`src/ccs_pkg.sv`:
```
package ccs_pkg;

	// Source clock selection codes
	localparam logic [3:0] SEL_EXT    = 4'h0;
	localparam logic [3:0] SEL_RC     = 4'h2;
	localparam logic [3:0] SEL_LF128  = 4'h3;
	localparam logic [3:0] SEL_LFX_LO = 4'h6;
	localparam logic [3:0] SEL_LFX_HI = 4'h7;

	// Start-up time codes
	localparam logic [1:0] DLY_SHORT    = 2'h0;
	localparam logic [1:0] DLY_MID      = 2'h1;
	localparam logic [1:0] DLY_LONG     = 2'h2;
	localparam logic [1:0] DLY_RESERVED = 2'h3;

	// Shipped configuration
	localparam logic [3:0] SHIP_SEL = SEL_RC;
	localparam logic [1:0] SHIP_DLY = DLY_LONG;
	localparam logic       SHIP_DIV8  = 1'b1;

	// Source cycle counts
	localparam logic [15:0] CK_RST_LFX  = 16'h0004;
	localparam logic [15:0] CK_RST_INT  = 16'h000E;
	localparam logic [15:0] CK_WAKE_1K  = 16'h0400;
	localparam logic [15:0] CK_WAKE_32K = 16'h8000;
	localparam logic [15:0] CK_WAKE_6   = 16'h0006;

	// Millisecond time-outs, in microseconds
	localparam int T_4P1MS_US = 4100;
	localparam int T_65MS_US  = 65000;
	localparam int T_4MS_US   = 4000;
	localparam int T_64MS_US  = 64000;
	// Watchdog oscillator period in ns, plain default
	localparam int WDOG_PERIOD_NS = 7813;
	localparam int CLK_PERIOD_NS  = 10;

	// Least time rounds up to whole watchdog ticks
	function automatic logic [15:0] us_to_ticks(input int us);
		int t;
		t = (us * 1000 + WDOG_PERIOD_NS - 1) / WDOG_PERIOD_NS;
		if (t < 1)
			t = 1;
		return t[15:0];
	endfunction

	localparam logic [15:0] TICKS_4P1MS = us_to_ticks(T_4P1MS_US);
	localparam logic [15:0] TICKS_65MS  = us_to_ticks(T_65MS_US);
	localparam logic [15:0] TICKS_4MS   = us_to_ticks(T_4MS_US);
	localparam logic [15:0] TICKS_64MS  = us_to_ticks(T_64MS_US);

	// Register byte offsets
	localparam logic [3:0] OFF_TRIM   = 4'h0;
	localparam logic [3:0] OFF_DIV    = 4'h4;
	localparam logic [3:0] OFF_STATUS = 4'h8;
	localparam logic [3:0] OFF_CTRL   = 4'hC;

	// Divider codes after reset
	localparam logic [3:0] DIV_BY1 = 4'h0;
	localparam logic [3:0] DIV_BY8 = 4'h3;

	typedef enum {SRC_EXT, SRC_RC, SRC_LF128, SRC_LFXTAL, SRC_NONE} ccs_src_t;
	typedef enum {ST_POR_CK, ST_POR_MS, ST_RUN, ST_SLEEP, ST_WAKE, ST_HALT} ccs_state_t;

endpackage

```
`src/ccs_pin_edge.sv`:
```
`timescale 1ns/1ps
module ccs_pin_edge
	import ccs_pkg::*;
(
	// Clock and reset
	input  wire logic clk,
	input  wire logic rstn,
	// Pin and edge pulse
	input  wire logic pin,
	output logic      rise
);

	logic s1_q;
	logic s2_q;
	logic s3_q;

	// Only the second stage reads the first; the chain runs through reset so no false edge follows release
	always_ff @(posedge clk) begin
		s1_q <= pin;
		s2_q <= s1_q;
		s3_q <= s2_q;
	end

	always_ff @(posedge clk) begin
		if (!rstn)
			rise <= 1'b0;
		else
			rise <= s2_q & ~s3_q;
	end

endmodule // ccs_pin_edge

```
`src/ccs_tick_count.sv`:
```
`timescale 1ns/1ps
module ccs_tick_count
	import ccs_pkg::*;
(
	// Clock and reset
	input  wire logic        clk,
	input  wire logic        rstn,
	// Control
	input  wire logic        clear,
	input  wire logic        tick,
	input  wire logic [15:0] target,
	// Status
	output logic      [15:0] count,
	output logic             done
);

	// Saturates at target so a late state change cannot wrap it
	always_ff @(posedge clk) begin
		if (!rstn || clear)
			count <= 16'h0000;
		else if (tick && count != target)
			count <= count + 16'h0001;
	end

	assign done = (count == target);

endmodule // ccs_tick_count

```
`src/ccs_clock_select.sv`:
```
`timescale 1ns/1ps
module ccs_clock_select
	import ccs_pkg::*;
#(
	parameter logic [15:0] MS_4P1_TICKS = TICKS_4P1MS,
	parameter logic [15:0] MS_65_TICKS  = TICKS_65MS,
	parameter logic [15:0] MS_4_TICKS   = TICKS_4MS,
	parameter logic [15:0] MS_64_TICKS  = TICKS_64MS
) (
	// Clock and reset
	input  wire logic        clk,
	input  wire logic        rstn,
	// Nonvolatile configuration
	input  wire logic        fuse_valid,
	input  wire logic [3:0]  clock_source_select_fuses,
	input  wire logic [1:0]  startup_time_fuses,
	input  wire logic        divide_by_eight_fuse,
	input  wire logic        reset_pin_disable_fuse,
	input  wire logic [7:0]  factory_trim,
	// Oscillator, clock and wake event pins
	input  wire logic        crystal_input_pin,
	input  wire logic        rc_osc_clk,
	input  wire logic        lf128_osc_clk,
	input  wire logic        wdog_osc_clk,
	input  wire logic        wake_event,
	// Avalon-MM slave
	input  wire logic [3:0]  avs_address,
	input  wire logic        avs_read,
	input  wire logic        avs_write,
	input  wire logic [31:0] avs_writedata,
	input  wire logic [3:0]  avs_byteenable,
	output logic      [31:0] avs_readdata,
	output logic             avs_waitrequest,
	// Clock system outputs
	output logic             sys_reset_n,
	output logic             wake_hold,
	output logic      [2:0]  src_sel,
	output logic      [7:0]  rc_trim,
	output logic      [3:0]  div_code,
	output logic             cfg_error
);

	logic [3:0]  srcsel_q;
	logic [1:0]  dly_q;
	logic        rstdis_q;
	logic [7:0]  trim_q;
	logic [3:0]  div_q;
	logic        ack_q;
	logic        sleep_q;
	logic [31:0] rdata_q;
	logic        rst_out_q;
	logic        hold_q;
	ccs_src_t   src_q;
	ccs_state_t state_q;

	logic        xtal_rise;
	logic        rc_rise;
	logic        lf128_rise;
	logic        wd_rise;
	logic        wake_rise;
	logic        src_tick;
	logic [15:0] ck_target;
	logic [15:0] wake_target;
	logic [15:0] ms_target;
	logic [15:0] src_target;
	logic [15:0] src_count;
	logic [15:0] wd_count;
	logic        src_done;
	logic        wd_done;
	logic        err;
	logic        wr_ok;
	logic        rd_ok;

	// Configuration is latched while reset is low; unprogrammed array falls back to shipped values
	always_ff @(posedge clk) begin
		if (!rstn) begin
			srcsel_q <= fuse_valid ? clock_source_select_fuses : SHIP_SEL;
			dly_q    <= fuse_valid ? startup_time_fuses : SHIP_DLY;
			rstdis_q <= fuse_valid & reset_pin_disable_fuse;
		end
	end

	// Pin synchronisers with edge detect
	ccs_pin_edge u_xtal (
		.clk  (clk),
		.rstn (rstn),
		.pin  (crystal_input_pin),
		.rise (xtal_rise)
	);
	ccs_pin_edge u_rc (
		.clk  (clk),
		.rstn (rstn),
		.pin  (rc_osc_clk),
		.rise (rc_rise)
	);
	ccs_pin_edge u_lf128 (
		.clk  (clk),
		.rstn (rstn),
		.pin  (lf128_osc_clk),
		.rise (lf128_rise)
	);
	ccs_pin_edge u_wd (
		.clk  (clk),
		.rstn (rstn),
		.pin  (wdog_osc_clk),
		.rise (wd_rise)
	);
	ccs_pin_edge u_wake (
		.clk  (clk),
		.rstn (rstn),
		.pin  (wake_event),
		.rise (wake_rise)
	);

	// Source decode
	always_comb begin
		unique case (srcsel_q)
			SEL_EXT:    src_q = SRC_EXT;
			SEL_RC:     src_q = SRC_RC;
			SEL_LF128:  src_q = SRC_LF128;
			SEL_LFX_LO,
			SEL_LFX_HI: src_q = SRC_LFXTAL;
			default:      src_q = SRC_NONE;
		endcase
	end

	// Crystal and external clock share the input pin
	always_comb begin
		unique case (src_q)
			SRC_EXT,
			SRC_LFXTAL: src_tick = xtal_rise;
			SRC_RC:     src_tick = rc_rise;
			SRC_LF128:  src_tick = lf128_rise;
			SRC_NONE:   src_tick = 1'b0;
		endcase
	end

	// Cycle counts per source
	always_comb begin
		if (src_q == SRC_LFXTAL) begin
			ck_target   = CK_RST_LFX;
			wake_target = srcsel_q[0] ? CK_WAKE_32K : CK_WAKE_1K;
		end else begin
			ck_target   = CK_RST_INT;
			wake_target = CK_WAKE_6;
		end
	end

	// Millisecond time-out per source and start-up code
	always_comb begin
		ms_target = 16'h0000;
		unique case (dly_q)
			DLY_SHORT: begin
				if (rstdis_q && (src_q == SRC_RC || src_q == SRC_LF128))
					ms_target = MS_4P1_TICKS;
			end
			DLY_MID:  ms_target = (src_q == SRC_LF128) ? MS_4_TICKS : MS_4P1_TICKS;
			DLY_LONG: ms_target = (src_q == SRC_LF128) ? MS_64_TICKS : MS_65_TICKS;
			DLY_RESERVED: ms_target = 16'h0000;
		endcase
	end

	// Reserved or unknown codes keep the device in reset rather than guess a delay
	assign err = (src_q == SRC_NONE) || (dly_q == DLY_RESERVED);

	assign src_target = (state_q == ST_WAKE) ? wake_target : ck_target;

	ccs_tick_count u_src_cnt (
		.clk    (clk),
		.rstn   (rstn),
		.clear  (state_q != ST_POR_CK && state_q != ST_WAKE),
		.tick   (src_tick),
		.target (src_target),
		.count  (src_count),
		.done   (src_done)
	);

	// Time-out runs on the watchdog oscillator whatever the system source
	ccs_tick_count u_wd_cnt (
		.clk    (clk),
		.rstn   (rstn),
		.clear  (state_q != ST_POR_MS),
		.tick   (wd_rise),
		.target (ms_target),
		.count  (wd_count),
		.done   (wd_done)
	);

	// Start-up sequencer
	always_ff @(posedge clk) begin
		if (!rstn) begin
			state_q <= ST_POR_CK;
		end else begin
			unique case (state_q)
				ST_POR_CK: begin
					if (err)
						state_q <= ST_HALT;
					else if (src_done)
						state_q <= (ms_target == 16'h0000) ? ST_RUN : ST_POR_MS;
				end
				ST_POR_MS: begin
					if (wd_done)
						state_q <= ST_RUN;
				end
				ST_RUN: begin
					if (sleep_q)
						state_q <= ST_SLEEP;
				end
				ST_SLEEP: begin
					if (wake_rise)
						state_q <= ST_WAKE;
				end
				ST_WAKE: begin
					if (src_done)
						state_q <= ST_RUN;
				end
				ST_HALT: state_q <= ST_HALT;
			endcase
		end
	end

	// Registered reset and wake-hold outputs
	always_ff @(posedge clk) begin
		if (!rstn) begin
			rst_out_q <= 1'b0;
			hold_q    <= 1'b0;
		end else begin
			rst_out_q <= (state_q != ST_POR_CK && state_q != ST_POR_MS && state_q != ST_HALT);
			hold_q    <= (state_q == ST_SLEEP || state_q == ST_WAKE);
		end
	end

	// Bus handshake: one wait cycle per access
	assign avs_waitrequest = (avs_read | avs_write) & ~ack_q;
	// Writes land on the edge where waitrequest is low, as the master sees it
	assign wr_ok = avs_write & ack_q;
	assign rd_ok = avs_read & ~ack_q;

	always_ff @(posedge clk) begin
		if (!rstn)
			ack_q <= 1'b0;
		else
			ack_q <= (avs_read | avs_write) & ~ack_q;
	end

	// Trim register
	always_ff @(posedge clk) begin
		if (!rstn)
			trim_q <= factory_trim;
		else if (wr_ok && avs_address == OFF_TRIM && avs_byteenable[0])
			trim_q <= avs_writedata[7:0];
	end

	// Divider code
	always_ff @(posedge clk) begin
		if (!rstn)
			div_q <= (fuse_valid ? divide_by_eight_fuse : SHIP_DIV8) ? DIV_BY8 : DIV_BY1;
		else if (wr_ok && avs_address == OFF_DIV && avs_byteenable[0])
			div_q <= avs_writedata[3:0];
	end

	// Sleep request pulse from software; only honoured while running
	always_ff @(posedge clk) begin
		if (!rstn)
			sleep_q <= 1'b0;
		else
			sleep_q <= wr_ok && avs_address == OFF_CTRL && avs_byteenable[0] && avs_writedata[0];
	end

	// Read data; unmapped offsets read zero
	always_ff @(posedge clk) begin
		if (!rstn) begin
			rdata_q <= 32'h0000_0000;
		end else if (rd_ok) begin
			unique case (avs_address)
				OFF_TRIM:   rdata_q <= {24'h00_0000, trim_q};
				OFF_DIV:    rdata_q <= {28'h000_0000, div_q};
				OFF_STATUS: rdata_q <= {22'h00_0000, hold_q, rst_out_q, err, dly_q, srcsel_q, rstdis_q};
				default:    rdata_q <= 32'h0000_0000;
			endcase
		end
	end

	assign avs_readdata = rdata_q;
	assign sys_reset_n  = rst_out_q;
	assign wake_hold    = hold_q;
	assign src_sel      = 3'(src_q);
	assign rc_trim      = trim_q;
	assign div_code     = div_q;
	assign cfg_error    = err;

	AST_LFX_SEL: assert property (@(posedge clk) disable iff (!rstn)
		(srcsel_q == SEL_LFX_LO || srcsel_q == SEL_LFX_HI) |-> src_sel == 3'(SRC_LFXTAL))
		else $error("crystal code did not pick crystal");

	AST_RC_SEL: assert property (@(posedge clk) disable iff (!rstn)
		srcsel_q == SEL_RC |-> src_sel == 3'(SRC_RC) && src_tick == rc_rise)
		else $error("rc code did not pick rc");

	AST_LF128_SEL: assert property (@(posedge clk) disable iff (!rstn)
		srcsel_q == SEL_LF128 |-> src_sel == 3'(SRC_LF128) && src_tick == lf128_rise)
		else $error("128k code did not pick 128k");

	AST_EXT_SEL: assert property (@(posedge clk) disable iff (!rstn)
		srcsel_q == SEL_EXT |-> src_sel == 3'(SRC_EXT) && src_tick == xtal_rise)
		else $error("external code did not pick pin");

	AST_TRIM_LOAD: assert property (@(posedge clk) disable iff (!rstn)
		$rose(rstn) |-> rc_trim == $past(factory_trim))
		else $error("trim not loaded at reset");

	AST_TRIM_WRITE: assert property (@(posedge clk) disable iff (!rstn)
		(wr_ok && avs_address == OFF_TRIM && avs_byteenable[0]) |=> rc_trim == $past(avs_writedata[7:0]))
		else $error("trim write lost");

	AST_POR_COUNT: assert property (@(posedge clk) disable iff (!rstn)
		(state_q == ST_POR_CK && !err) ##1 (state_q != ST_POR_CK) |-> $past(src_count) == ck_target)
		else $error("reset left before source count");

	AST_MS_COUNT: assert property (@(posedge clk) disable iff (!rstn)
		(state_q == ST_POR_MS) ##1 (state_q == ST_RUN) |-> $past(wd_count) == ms_target)
		else $error("time-out ended early");

	AST_WAKE_COUNT: assert property (@(posedge clk) disable iff (!rstn)
		(state_q == ST_WAKE) ##1 (state_q == ST_RUN) |-> $past(src_count) == wake_target)
		else $error("wake left before source count");

	AST_RSTDIS_EXT: assert property (@(posedge clk) disable iff (!rstn)
		(rstdis_q && dly_q == DLY_SHORT && src_q == SRC_RC) |-> ms_target == MS_4P1_TICKS)
		else $error("reset pin disable delay missing");

	AST_RELEASE: assert property (@(posedge clk) disable iff (!rstn)
		$rose(sys_reset_n) |-> $past(state_q, 2) == ST_POR_CK || $past(state_q, 2) == ST_POR_MS)
		else $error("reset released outside sequence");

endmodule // ccs_clock_select

```
`config.mk`:
```
export PLATFORM = sky130hd
export DESIGN_NAME = ccs_clock_select
export DESIGN_NICKNAME = d
export VERILOG_FILES = /design/src/ccs_pkg.sv /design/src/ccs_pin_edge.sv /design/src/ccs_tick_count.sv /design/src/ccs_clock_select.sv
export SDC_FILE = /design/constraint.sdc
export NUM_CORES = 1
export LEC_CHECK = 0
export ABC_AREA = 0
export BUFFER_PORTS_ARGS = -buffer_cell sky130_fd_sc_hd__buf_4
export CORE_ASPECT_RATIO = 1.4
export CORE_MARGIN = 2
export CORE_UTILIZATION = 47
export DETAILED_ROUTE_END_ITERATION = 16
export PLACE_DENSITY = 0.76
export SLEW_MARGIN = 0
export SYNTH_ARGS = -nofsm -noshare
export SYNTH_HDL_FRONTEND = slang
export SYNTH_SLANG_ARGS = --single-unit
```
`constraint.sdc`:
```
create_clock -name clk -period 2.1 [get_ports clk]
set_input_delay 0.525 -clock clk [delete_from_list [all_inputs] [get_ports clk]]
set_output_delay 0.525 -clock clk [all_outputs]
set_load 0.05 [all_outputs]
```
==> run summary, run 1 <==
The synthesized netlist devotes less than 1% of its cell area to adder and majority cells. The count of maximum capacitance violations came out at 0. The total power divided by cell area came out at 856 nW/µm².

For the worst flop-to-flop path, the logic depth is 8. The share of synthesized area spent on multiplexers is roughly 5.6%. The global-route wire length before repair came out at around 18000 µm. The wire-length estimate of the detail-placed layout is ~7700 µm. The overall die height came out at 116 µm.

The antenna violation net count after detailed routing is 0. After synthesis, the largest family of logic cells by area is simple AND/OR/NAND/NOR gates. The clock buffer count from CTS is 9. The flop-to-flop setup slack is -150 ps.

The number of hold buffers added after cts came out at 0. The number of antenna violations at the first check in global routing came out at 0. The post-layout utilization of the core is between 60% and 70%. The biggest fanout along the worst timing path is 5. The via count of the first global-routing pass came to between 3000 and 4000.

The area of the placeable core came out at just under 9000 µm². The floorplan step defined a die boundary enclosing around 9800 µm². The cell count of the worst hold path came out at 1. Ranked by total cell area, the synthesized netlist is headed by sky130_fd_sc_hd__dfxtp_1, sky130_fd_sc_hd__edfxtp_1, sky130_fd_sc_hd__buf_4, sky130_fd_sc_hd__mux2i_1, sky130_fd_sc_hd__nand2_1. The number of standard-cell rows in the floorplan came out at 41.

The clock net sink count is 88. The remaining global-route overflow came out at 0. After synthesis the cells add up to between 4000 and 5000 µm². The later-pin clock latency in the skew report came out at about 350 ps. The share of the synthesized netlist area taken by xor and xnor gates is approximately 1.9%.

The total leakage power is 0.00227 µW. The number of antenna repair diodes came out at 0. The total of warnings raised by yosys came out at 0. The worst register-to-register path begins at srcsel_q[2]. For the worst setup path, the data required time is about 1600 ps.

In this run the tightest slew margin relative to its limit is between 60% and 70%. The startpoint of the worst hold path is rc_osc_clk. The area fraction in compound gates after synthesis is 14.5%.

The number of port buffers came out at 67. The total power after layout is about 4800 µW. By startpoint and endpoint, the worst setup path is classified as reg -> out. The number of buffers on the longest clock path came out at 2. The proportion of synthesized flip-flops having asynchronous set or reset came out at 0%. In this run the critical register-to-register path is captured at u_src_cnt.count[3].

The iteration count of the initial detailed-routing pass came out at 6. The CTS tree is yes. The run finished, with violations left.

The setup clock skew after layout is ~9.1 ps. The proportion of layout cells with a drive suffix above 1 is between 30% and 40%. After layout, the worst setup slack is -161 ps. The most used flip-flop cell after synthesis is sky130_fd_sc_hd__dfxtp_1. After synthesis, the mean cell area works out to 9.18 µm². The worst hold path terminates at u_rc.s1_q. The final weighted congestion in routability-driven placement came out at a little under 0.9. The clock transition at the registers of the reported paths is ~70 ps. The class of the tightest hold or removal check is in -> reg. The basic-gate share of the synthesized area counting and, or, nand and nor cells came out at 23.9%. The critical path capture point type is an output pin. The routed wire length per instance is about 17 µm. The via density per instance is between 5 and 6. Relative to the synthesized area, the layout overhead comes to 33.1%. The number of max-slew violations in the final report came out at 0. Setup violations remaining at the end of the flow were counted as 27. On the final layout, the worst hold slack is ~270 ps. The worst slack at placement came out at -96.3 ps. The number of standard cells after synthesis came out at around 460. The final clock period utilization by the worst path came out at 108%. For this run, the post-layout net count is between 600 and 700. Entering global routing, the biggest net connects 23 pins.

The worst-case IR drop observed on VDD is around 0.86 mV. Synthesis instantiated 63 different standard cells from the library. The critical path's slowest cell is sky130_fd_sc_hd__edfxtp_1. Setup repair after global routing could not meet its margin everywhere.

The root buffer cell chosen for the clock tree is sky130_fd_sc_hd__clkbuf_16. Of the synthesized area, sequential elements account for a little under half. The total vias in the final route came out at just under 4000. The initial detailed-routing violation count came out at between 300 and 400. The time the final worst path needs with I/O delays and setup is 2260 ps.

The arrival time at the worst endpoint came out at 1740 ps. For this run, design rule violations remaining after detail routing come to 0. STA classifies the critical path startpoint as a register. The routed design has between 10000 and 15000 µm of wire. The H-tree generated during clock tree synthesis spans 3 levels. The number of storage elements in the synthesis netlist came out at 88.

The largest single stage delay on the critical path is 410 ps. Global routing used 23.0% of the available tracks across all layers. The pin slew with the least headroom to its limit came out at between 500 and 600 ps. Walking the worst path, the cells encountered are buf_6, o21ba_4, or2_4, a21oi_4, inv_2, buf_8.

The horizontal die dimension is between 80 and 90 µm. The top-area cell type share of the netlist area came out at between 30% and 40%. The checks that failed: setup timing. The hold violation total from the final report was 0. The leading area contributor after synthesis is sky130_fd_sc_hd__dfxtp_1. The maximum clock frequency is 442 MHz. The setup TNS came out at -2370 ps. The count of flip-flops with a built-in enable after synthesis is 19. The initial standard-cell utilization of the core came out at between 40% and 50%.

The number of ports placed on the die boundary came out at 117.
## where the power goes
| part | internal [µW] | switching (µW) |
|---|---|---|
| clock network | 936 | 709 |
| logic | 509 | 795 |
| registers | 1820 | 59.9 |
| total | 3270 | 1560 |
## cell families (layout without fill, tap and decap cells)
| logic type | count (synthesis) | after routing |
|---|---|---|
| compound gates | 89 | 89 |
| other cells | 1 | 22 |
| mux | 23 | 23 |
| flops | 88 | 88 |
| simple gates | 194 | 194 |
| buf+inv | 56 | 146 |
| fa+ha+maj | 2 | 2 |
| xor+xnor | 9 | 9 |
## worst max-delay path: cells and delay by family (launching register included)
kind / cells / cell delay [ps]
AO/OA/AOI/OAI: 2 / 350
flip-flops: 1 / 410
buffers and inverters: 3 / 360
AND/OR/NAND/NOR: 1 / 270
## routing by layer
metal  up-vias  global-route usage, %  share of wire [%]
met5         -                      0                  0
met1      1919                   25.5                 38
li1       1862                      -                  -
met2       144                   43.0                 55
met3        34                   4.24                4.3
met4         0                   10.0                3.1
## flip-flops by register name (all words and copies together), names as in the netlist, 2 cells and up
name             count
div_code             4
u_src_cnt.count     16
srcsel_q             4
dly_q                2
state_q              3
u_wd_cnt.count      16
avs_readdata        10
rc_trim              8
## synth_stat cells, types with 3 or more instances
cell                       count
sky130_fd_sc_hd__nand4_1      10
sky130_fd_sc_hd__buf_1         3
sky130_fd_sc_hd__a21oi_1      25
sky130_fd_sc_hd__and3_1       10
sky130_fd_sc_hd__nand2_1      42
sky130_fd_sc_hd__and2_1        8
sky130_fd_sc_hd__o21ba_2       3
sky130_fd_sc_hd__a22oi_1       4
sky130_fd_sc_hd__edfxtp_1     19
sky130_fd_sc_hd__nor4_1        5
sky130_fd_sc_hd__inv_1        10
sky130_fd_sc_hd__dfxtp_1      69
sky130_fd_sc_hd__or3_1         9
sky130_fd_sc_hd__xor2_1        6
sky130_fd_sc_hd__o311ai_0      3
sky130_fd_sc_hd__or4_1         8
sky130_fd_sc_hd__buf_4        23
sky130_fd_sc_hd__a21o_1        3
sky130_fd_sc_hd__nor2_1       40
sky130_fd_sc_hd__o41ai_1       4
sky130_fd_sc_hd__buf_2         3
sky130_fd_sc_hd__clkbuf_1     15
sky130_fd_sc_hd__xnor2_1       3
sky130_fd_sc_hd__nor2b_1       4
sky130_fd_sc_hd__nor3_1       11
sky130_fd_sc_hd__mux2i_1      17
sky130_fd_sc_hd__nand2b_1     12
sky130_fd_sc_hd__nand3_1      21
sky130_fd_sc_hd__mux2_2        6
sky130_fd_sc_hd__o31ai_1      11
sky130_fd_sc_hd__o21ai_0      12
## through the flow
| stage | instance area (µm²) | instances |
|---|---|---|
| CTS | 5520 | 676 |
| finish | 5650 | 680 |
| floorplan | 4340 | 483 |
| global route | 5650 | 680 |
| detailed placement | 4990 | 649 |
| global placement | 4990 | 649 |
## timing repair
action / 4_1_cts / 5_1_grt
gates resized for setup: 28 / 23
setup endpoints to repair: 19 / 29
gates cloned: 1 / 0
pin swaps: 8 / 16
endpoints found under the hold margin: 0 / 0
setup buffers: 10 / 4
## layout make-up
| type | count | area [µm²] |
|---|---|---|
| flip-flops and latches | 88 | 1950 |
| multi-input cells | 339 | 2230 |
| inverters | 10 | 37.5 |
| clock buffers | 9 | 225 |
| clock inverters | 7 | 80.1 |
| well taps | 107 | 134 |
| fillers | 709 | 3230 |
| repair buffers | 120 | 986 |
## how the worst max path moves through the flow
stage,start,to,slack (ps),cells past startpoint
detailed placement,srcsel_q[3],u_src_cnt.count[3],-100,8
finish,srcsel_q[2],cfg_error,-160,6
global placement,srcsel_q[2],state_q[1],-9,6
CTS,srcsel_q[2],cfg_error,-110,6
floorplan,state_q[0],u_src_cnt.count[11],10,9
global route,srcsel_q[2],u_src_cnt.count[3],-240,8
## cells in the final DEF (no fill, tap or decap), types with 16 or more instances in the layout
master                     netlist  final
sky130_fd_sc_hd__conb_1          1     22
sky130_fd_sc_hd__nand2_1        42     41
sky130_fd_sc_hd__buf_4          23    107
sky130_fd_sc_hd__edfxtp_1       19     19
sky130_fd_sc_hd__nand3_1        21     20
sky130_fd_sc_hd__dfxtp_1        69     69
sky130_fd_sc_hd__mux2i_1        17     16
sky130_fd_sc_hd__nor2_1         40     39
sky130_fd_sc_hd__a21oi_1        25     18
No activity file was read; power rests on OpenSTA's default activity.
==> inputs of run 2 (changes only) <==
- CELL_PAD_IN_SITES_DETAIL_PLACEMENT: not set -> 1
- CELL_PAD_IN_SITES_GLOBAL_PLACEMENT: not set -> 1
- CORE_MARGIN: 2 -> not set
- CORE_UTILIZATION: 47 -> 35
- PLACE_DENSITY: 0.76 -> not set
- PLACE_DENSITY_LB_ADDON: not set -> 0.1
==> run 2 against run 1 <==
Net effect: the run still ends with setup timing left; highest routed layer unchanged; critical endpoint unchanged; sequential share of layout area fell by 1.3 points; combinational power rose by 3%; first-iteration DRC count fell by 62%; worst hold slack improved by 4.0 ps.
==> run summary, run 2 (synthesized netlist as in run 1, its figures left out) <==
The flow ran to the end, but the final reports show violations. The final reports fail on setup timing. The final clock period utilization by the worst path came out at 108% (about the same). The number of max-slew violations in the final report is 0 (unchanged).

The biggest cell delay along the critical path is 420 ps (about the same). The number of antenna violations at the first check in global routing came to 0 (unchanged). The library cell used most frequently in the layout, excluding fill and tap cells, is sky130_fd_sc_hd__buf_4. The clock buffer count from CTS came to 9 (unchanged). The arrival time at the worst endpoint is 1740 ps (about the same). The pin slew with the least headroom to its limit was 688 ps (+183 ps). The clock transition at the registers of the reported paths came to 70 ps (about the same). The time the final worst path needs with I/O delays and setup came out at 2260 ps (+1.57 ps). The maximum number of pins on one net before global-route repair is 29 (+26%).

The number of buffers on the longest clock path is 2 (unchanged). The CTS H-tree depth is 3 (unchanged). The count of maximum capacitance violations is 0 (unchanged). The net count of the finished layout is 644 (+1.3%). The largest voltage drop on the vdd net is 0.487 mV (-44%). The global routing usage summed across all routing layers came out at 20.3% (-2.7 points). The number of port buffers is 67 (unchanged). The total power after layout came out at 4860 µW (+0.47%). The horizontal die dimension is 95.1 µm (+13%).

The post-layout utilization of the core was 49.7% (-14 points). The critical path capture point type is an output pin. The total leakage power came out at 0.00234 µW (+3.1%).

The non-filler instance count after layout is 728 (+7.1%). The headroom to the max-slew limit came out at 54.0% (-12 points). The critical path's slowest cell is sky130_fd_sc_hd__edfxtp_1. The number of hold buffers added after cts came to 0 (unchanged). The met2 usage came out at 37.6% (-5.3 points). STA classifies the critical path startpoint as a register. The biggest fanout along the worst timing path is 5 (unchanged).

In this run the clock root is driven by a sky130_fd_sc_hd__clkbuf_16. The hold violation total from the final report was 0 (unchanged). The initial standard-cell utilization of the core came to 35.9% (-12 points). The area of the placeable core is 11800 µm² (+33%). The iteration count of the initial detailed-routing pass is 4 (-2). The endpoint required time on the critical path came to 1570 ps (about the same). The global-route wire length before repair is 19700 µm (+10%). The overall die height was 132 µm (+14%). The initial detailed-routing violation count came out at 118 (-62%).

The total power divided by cell area came out at 826 nW/µm² (-3.4%). The most congested layer reported by global routing is met2. The worst slack at placement is -148 ps (-52.0 ps). The setup clock skew after layout is 8.60 ps (-0.451 ps).

The number of antenna repair diodes is 0 (unchanged). The routed wire length per instance is 17.0 µm (+0.53%). The worst path setup slack after routing came to -162 ps (-1.57 ps).

The library cells used most frequently in the layout, excluding fill and tap cells, are sky130_fd_sc_hd__buf_4, sky130_fd_sc_hd__dfxtp_1, sky130_fd_sc_hd__nand2_1. The proportion of layout cells with a drive suffix above 1 came to 34.1% (+2.7 points). The final-report setup violation count was 18 (-33%). The critical path is of the reg -> out type.

The die area came out at 12600 µm² (+28%). The antenna violation net count after detailed routing was 0 (unchanged). The detailed-placement wirelength estimate came out at 8660 µm (+12%). The number of standard-cell rows in the floorplan was 47 (+15%).

The worst hold path belongs to the class in -> reg. The synthesis-to-layout area growth is 38.5%. The via density per instance is 5.21 (-11%). The clock net sink count came out at 88 (unchanged). The later-pin clock latency in the skew report is 350 ps (about the same).

The signal on the critical path passes through buf_6, o21ba_4, or2_4, a21oi_2, buf_6, inv_4, buf_8. The remaining global-route overflow is 0 (unchanged). The via count of the first global-routing pass came out at 3920 (+4.0%).

The number of placed cells counting well taps is 691 (+6.5%). The number of ports placed on the die boundary is 117 (unchanged). The total vias in the final route is 3790 (-4.3%). Setup repair after global routing could not meet its margin everywhere.

The global-route track usage on met1 is 23.5% (-2.0 points). The remaining routing DRC violations is 0 (unchanged). TritonCTS built the clock tree. The maximum clock frequency came out at 442 MHz (about the same).

Among the stages of the critical path, the cell type that occurs most often is sky130_fd_sc_hd__buf_6. The final weighted congestion in routability-driven placement came out at 0.824 (-7.7%). The routed wire length is 12300 µm (+7.6%). The global-route met3 utilization is 3.00% (-1.2 points).
[run 2: cell count changes in the layout (fill, tap and decap cells not counted), sizes merged]
cell      change
bufinv        -1
inv           +1
clkinv        +1
clkinvlp      -1
buf           +8
[run 2: worst max-delay path: cells and delay by family, from the launching register on]
family | cells | cell delay [ps]
flip-flops | 1 | 420
AO/OA/AOI/OAI | 2 | 300
AND/OR/NAND/NOR | 1 | 230
buffers and inverters | 4 | 430
[run 2: repair_timing]
| action | CTS | global route |
|---|---|---|
| hold endpoints to repair | 0 | 0 |
| cloned | 2 | 0 |
| setup endpoints to repair | 27 | 28 |
| pin swaps | 15 | 17 |
| buffers inserted | 14 | 7 |
| resized for setup | 40 | 34 |
[run 2: area by class of cell]
| cell class | count | area, µm² |
|---|---|---|
| inverters | 10 | 40.0 |
| well taps | 147 | 184 |
| repair buffers | 128 | 1080 |
| clock buffers | 9 | 225 |
| multi-input cells | 339 | 2310 |
| flip-flops and latches | 88 | 1950 |
| clock inverters | 7 | 86.3 |
| fillers | 1362 | 5940 |
[run 2: where the power goes]
part           internal, µW  leakage, µW  switching (µW)
logic                   535      0.00144             808
clock network           852     0.000151             784
registers              1820     0.000749            53.2
total                  3210      0.00234            1650
[run 2: worst paths after layout]
check | endpoint | slack (ps) | depth (start not counted) | startpoint
hold reg to reg | u_wake.s2_q | 330 | 0 | u_wake.s1_q
setup / recovery | cfg_error | -160 | 7 | srcsel_q[2]
hold / removal | u_lf128.s1_q | 270 | 1 | lf128_osc_clk
setup reg to reg | u_src_cnt.count[10] | -110 | 7 | srcsel_q[3]
[run 2: layer usage]
layer	share of wire, %	vias to the layer above
li1	-	1863
met1	41	1866
met2	56	47
met3	2.0	14
met4	1.6	0
met5	0	-
[run 2: per-stage QoR]
| stage | setup TNS [ps] | cell area [µm²] | hold WS [ps] |
|---|---|---|---|
| finish | -1100 | 5880 | 273 |
| global route | -4000 | 5880 | 255 |
| CTS | -1310 | 5710 | 259 |
| detailed placement | -1960 | 5070 | 314 |
| global placement | -1050 | 5070 | 312 |
| floorplan | 0 | 4340 | 310 |
==> inputs of run 3 (changes only) <==
- CORE_UTILIZATION: 35 -> 40
- HOLD_SLACK_MARGIN: not set -> 0.05
- SYNTH_HIERARCHICAL: not set -> 1
- clock period: 2.1 -> 2.2 ns (I/O delays scaled with it)
==> run 3 against run 2 <==
Net effect: the run still ends with setup timing left; critical path depth increased by 4; utilization increased by 4.0 points; worst hold slack improved by 36 ps; cell area increased by 0.43%; worst setup slack got worse by 120 ps; sequential cell count unchanged; clock power decreased by 7%.
==> run summary, run 3 <==
The flow ran to the end, but the final reports show violations. The final reports fail on setup timing. The via density per instance is 5.14 (-1.3%). The relative contribution of sequential cells to total power is 40.6% (+2.0 points). The placement-stage cell area is 5420 µm² (+6.9%). The via count of the first global-routing pass came out at 4058 (+3.5%).

The remaining global-route overflow came out at 0 (unchanged). The net switching fraction of the power came out at 32.1% (-1.8 points). The most used flip-flop cell after synthesis is sky130_fd_sc_hd__dfxtp_1. The later-pin clock latency in the skew report is 340 ps (about the same). The number of standard-cell rows in the floorplan is 45 (-4.3%). The clock group share of total power came to 34.5% (+0.8 points). The proportion of synthesized chip area in sequential cells is 42.6% (-3.4 points). The number of port buffers is 67 (unchanged). The largest voltage drop on the vdd net is 0.450 mV (-7.8%). The hold violation total from the final report came out at 0 (unchanged).

The number of standard cells after synthesis is 470 (+1.7%). The mean instance size in the synthesized netlist came out at 9.76 µm² (+6.2%). The count of maximum capacitance violations came out at 0 (unchanged).

The internal cell power is 3000 µW (-6.5%). The part of the power in combinational logic is 24.8% (-2.9 points). The area of the placeable core is 11000 µm² (-7.1%). The flop-to-flop setup slack was -280 ps (-170 ps). The path class of the tightest hold or removal check is in -> reg. The initial standard-cell utilization of the core is 41.8% (+5.9 points). The detailed-placement wirelength estimate came to 8770 µm (+1.3%). The final weighted congestion in routability-driven placement came out at 0.791 (-4.0%). The maximum number of pins on one net before global-route repair came to 23 (-21%). The final non-filler cell area is 5900 µm² (+0.43%). STA classifies the critical path endpoint as a register. The count of different cell masters after synthesis came out at 58 (-7.9%). The area of the mapped netlist came out at 4590 µm² (+8.1%).

Counting instances in the post-synthesis netlist gives the leading cell types as sky130_fd_sc_hd__dfxtp_1, sky130_fd_sc_hd__a21oi_1, sky130_fd_sc_hd__xnor2_1. The CTS tree is yes. Setup repair after global routing could not meet its margin everywhere.

The routed wire length was 11800 µm (-4.8%). The endpoint required time on the critical path is 2390 ps (+820 ps). The number of antenna violations at the first check in global routing came out at 0 (unchanged). The iteration count of the initial detailed-routing pass came out at 4 (unchanged). The initial detailed-routing violation count was 71 (-40%). The kind of start point of the critical path is a register.

Yosys attributes the largest share of cell area to sky130_fd_sc_hd__dfxtp_1, sky130_fd_sc_hd__edfxtp_1, sky130_fd_sc_hd__xnor2_1, sky130_fd_sc_hd__a21oi_1, sky130_fd_sc_hd__buf_4. The top-area cell type share of the netlist area came out at 30.1% (-2.4 points). The CTS H-tree depth came out at 3 (unchanged). Yosys instantiated no cell more often than sky130_fd_sc_hd__dfxtp_1. In the layout the commonest cells are sky130_fd_sc_hd__buf_4, sky130_fd_sc_hd__dfxtp_1, sky130_fd_sc_hd__conb_1. The total of warnings raised by yosys is 6 (+6). The routed wire length per instance came to 16.0 µm (-5.8%).

The setup clock skew after layout is 4.60 ps (-4.00 ps). The worst path setup slack after routing is -283 ps (-121 ps). The global routing usage summed across all routing layers is 20.8% (+0.44 points).

The overall die height is 129 µm (-2.7%). The headroom to the max-slew limit came to 46.1% (-7.9 points). The worst slack on hold paths came out at 309 ps (+35.9 ps).

The maximum clock frequency came out at 403 MHz. The number of buffers on the longest clock path came out at 2 (unchanged). The clock transition at the registers of the reported paths came out at 70 ps (about the same). The number of antenna repair diodes came out at 0 (unchanged). The pin slew with the least headroom to its limit came out at 809 ps (+121 ps). The biggest area contributor in the post-synthesis netlist is sky130_fd_sc_hd__dfxtp_1. The net count of the finished layout came out at 658 (+2.2%). The reported net switching power is 1420 µW (-14%).

The number of max-slew violations in the final report came out at 0 (unchanged). The proportion of layout cells with a drive suffix above 1 was 32.3% (-1.8 points). The remaining routing DRC violations is 0 (unchanged). The die area is 11900 µm² (-5.3%).

The commonest non-fill, non-tap cell in the layout is sky130_fd_sc_hd__buf_4. The global-route wire length before repair came out at 19300 µm (-2.3%). The final-report setup violation count was 36 (+18). The total power divided by cell area is 750 nW/µm² (-9.3%). The proportion of synthesized flip-flops having asynchronous set or reset is 0% (unchanged). For the finished layout, the period the worst path requires is roughly 2500 ps.

The number of hold buffers added after cts is 0 (unchanged). The antenna violation net count after detailed routing is 0 (unchanged). The clock net sink count is 88 (unchanged). The number of ports placed on the die boundary came to 117 (unchanged).

The kind of critical path is reg -> reg. The clock buffer count from CTS is 9 (unchanged). The synthesis-to-layout area growth came out at 28.7%. The count of flip-flops with a built-in enable after synthesis is 19 (unchanged). The total vias in the final route was 3782 (-0.21%). The arrival time at the worst endpoint is 2670 ps (+930 ps). In the finished design, the share of the clock period the worst path needs comes to 113%. The number of storage elements in the synthesis netlist was 88 (unchanged). The horizontal die dimension is 92.5 µm (-2.7%). The root cell of the clock tree is sky130_fd_sc_hd__clkbuf_16. The total leakage power is 0.00223 µW (-4.8%). The biggest fanout along the worst timing path is 7 (+2).
==> run 3: cell types whose count changed in the layout (fill, tap and decap cells not counted), sizes merged, moves of 6 or more <==
cell and delta:
a21oi +22, and3 -6, buf -17, conb +21, mux2i -7, nand2 -16, nand4 +13, nor2 -18
nor3 -6, o21ai +12, or3 +8, xnor2 +29
==> run 3: cell families after synthesis <==
kind of cell | share of synthesized area, %
buf+inv | 8.40
compound gates | 15.7
xor+xnor | 6.82
other cells | 0.0818
simple gates | 21.9
mux | 3.90
fa+ha+maj | 0.546
flops | 42.6
==> run 3: routing by layer <==
metal / vias to the layer above / global-route usage [%] / wire (µm)
met2: 69 / 39.6 / 6530
met1: 1824 / 22.3 / 4570
li1: 1878 / - / -
met4: 0 / 6.53 / 163
met5: - / 0 / 0
met3: 11 / 4.96 / 490
==> run 3: cell type report <==
class | instances | area (µm²)
flip-flops and latches | 88 | 1950
repair buffers | 111 | 872
multi-input cells | 367 | 2560
clock buffers | 10 | 250
well taps | 141 | 176
inverters | 13 | 48.8
clock inverters | 6 | 45.0
fillers | 1252 | 5080
==> run 3: worst max-delay path, stage by stage (launching register included) <==
cell and delay, ps:
sky130_fd_sc_hd__edfxtp_1 390, sky130_fd_sc_hd__nand2b_4 170, sky130_fd_sc_hd__nor2_4 120, sky130_fd_sc_hd__a21oi_2 80, sky130_fd_sc_hd__a311oi_2 200, sky130_fd_sc_hd__buf_4 200, sky130_fd_sc_hd__xnor2_1 130, sky130_fd_sc_hd__nand4_2 150
sky130_fd_sc_hd__o41ai_4 480, sky130_fd_sc_hd__buf_4 230, sky130_fd_sc_hd__or4_1 120, sky130_fd_sc_hd__a21oi_1 60
==> run 3: power by group through the flow <==
stage	registers [µW]	logic (µW)	clock network [µW]
6_report	1800	1100	1530
2_1_floorplan	1910	650	0
3_3_place_gp	1830	1040	0
5_1_grt	1810	1170	1640
4_1_cts	1800	1090	1570
3_5_place_dp	1830	1060	0
==> run 3: path summary, 6_finish.rpt <==
| path | from | cells after the start | end |
|---|---|---|---|
| max | srcsel_q[3] | 11 | u_wd_cnt/count[14] |
| min | lf128_osc_clk | 1 | u_lf128/s1_q |
| max reg2reg | srcsel_q[3] | 11 | u_wd_cnt/count[14] |
| min reg2reg | u_lf128/s1_q | 0 | u_lf128/s2_q |
==> run 3: repair_timing <==
action,CTS,global route
gates cloned,1,0
pin swaps,4,3
buffers inserted,3,1
hold endpoints to repair,0,0
resized for setup,21,13
setup endpoints to repair,36,37
==> run 3: per-stage QoR <==
stage	setup TNS, ps	instances	setup WS [ps]	utilization (%)	total power, µW
after floorplan	-3050	512	-262	-	2560
after global placement	-7920	715	-409	49.4	2870
after detailed placement	-8790	715	-395	49.4	2890
after CTS	-7100	735	-289	53.2	4460
after global routing	-12980	736	-480	53.7	4620
final	-7540	736	-283	53.7	4420
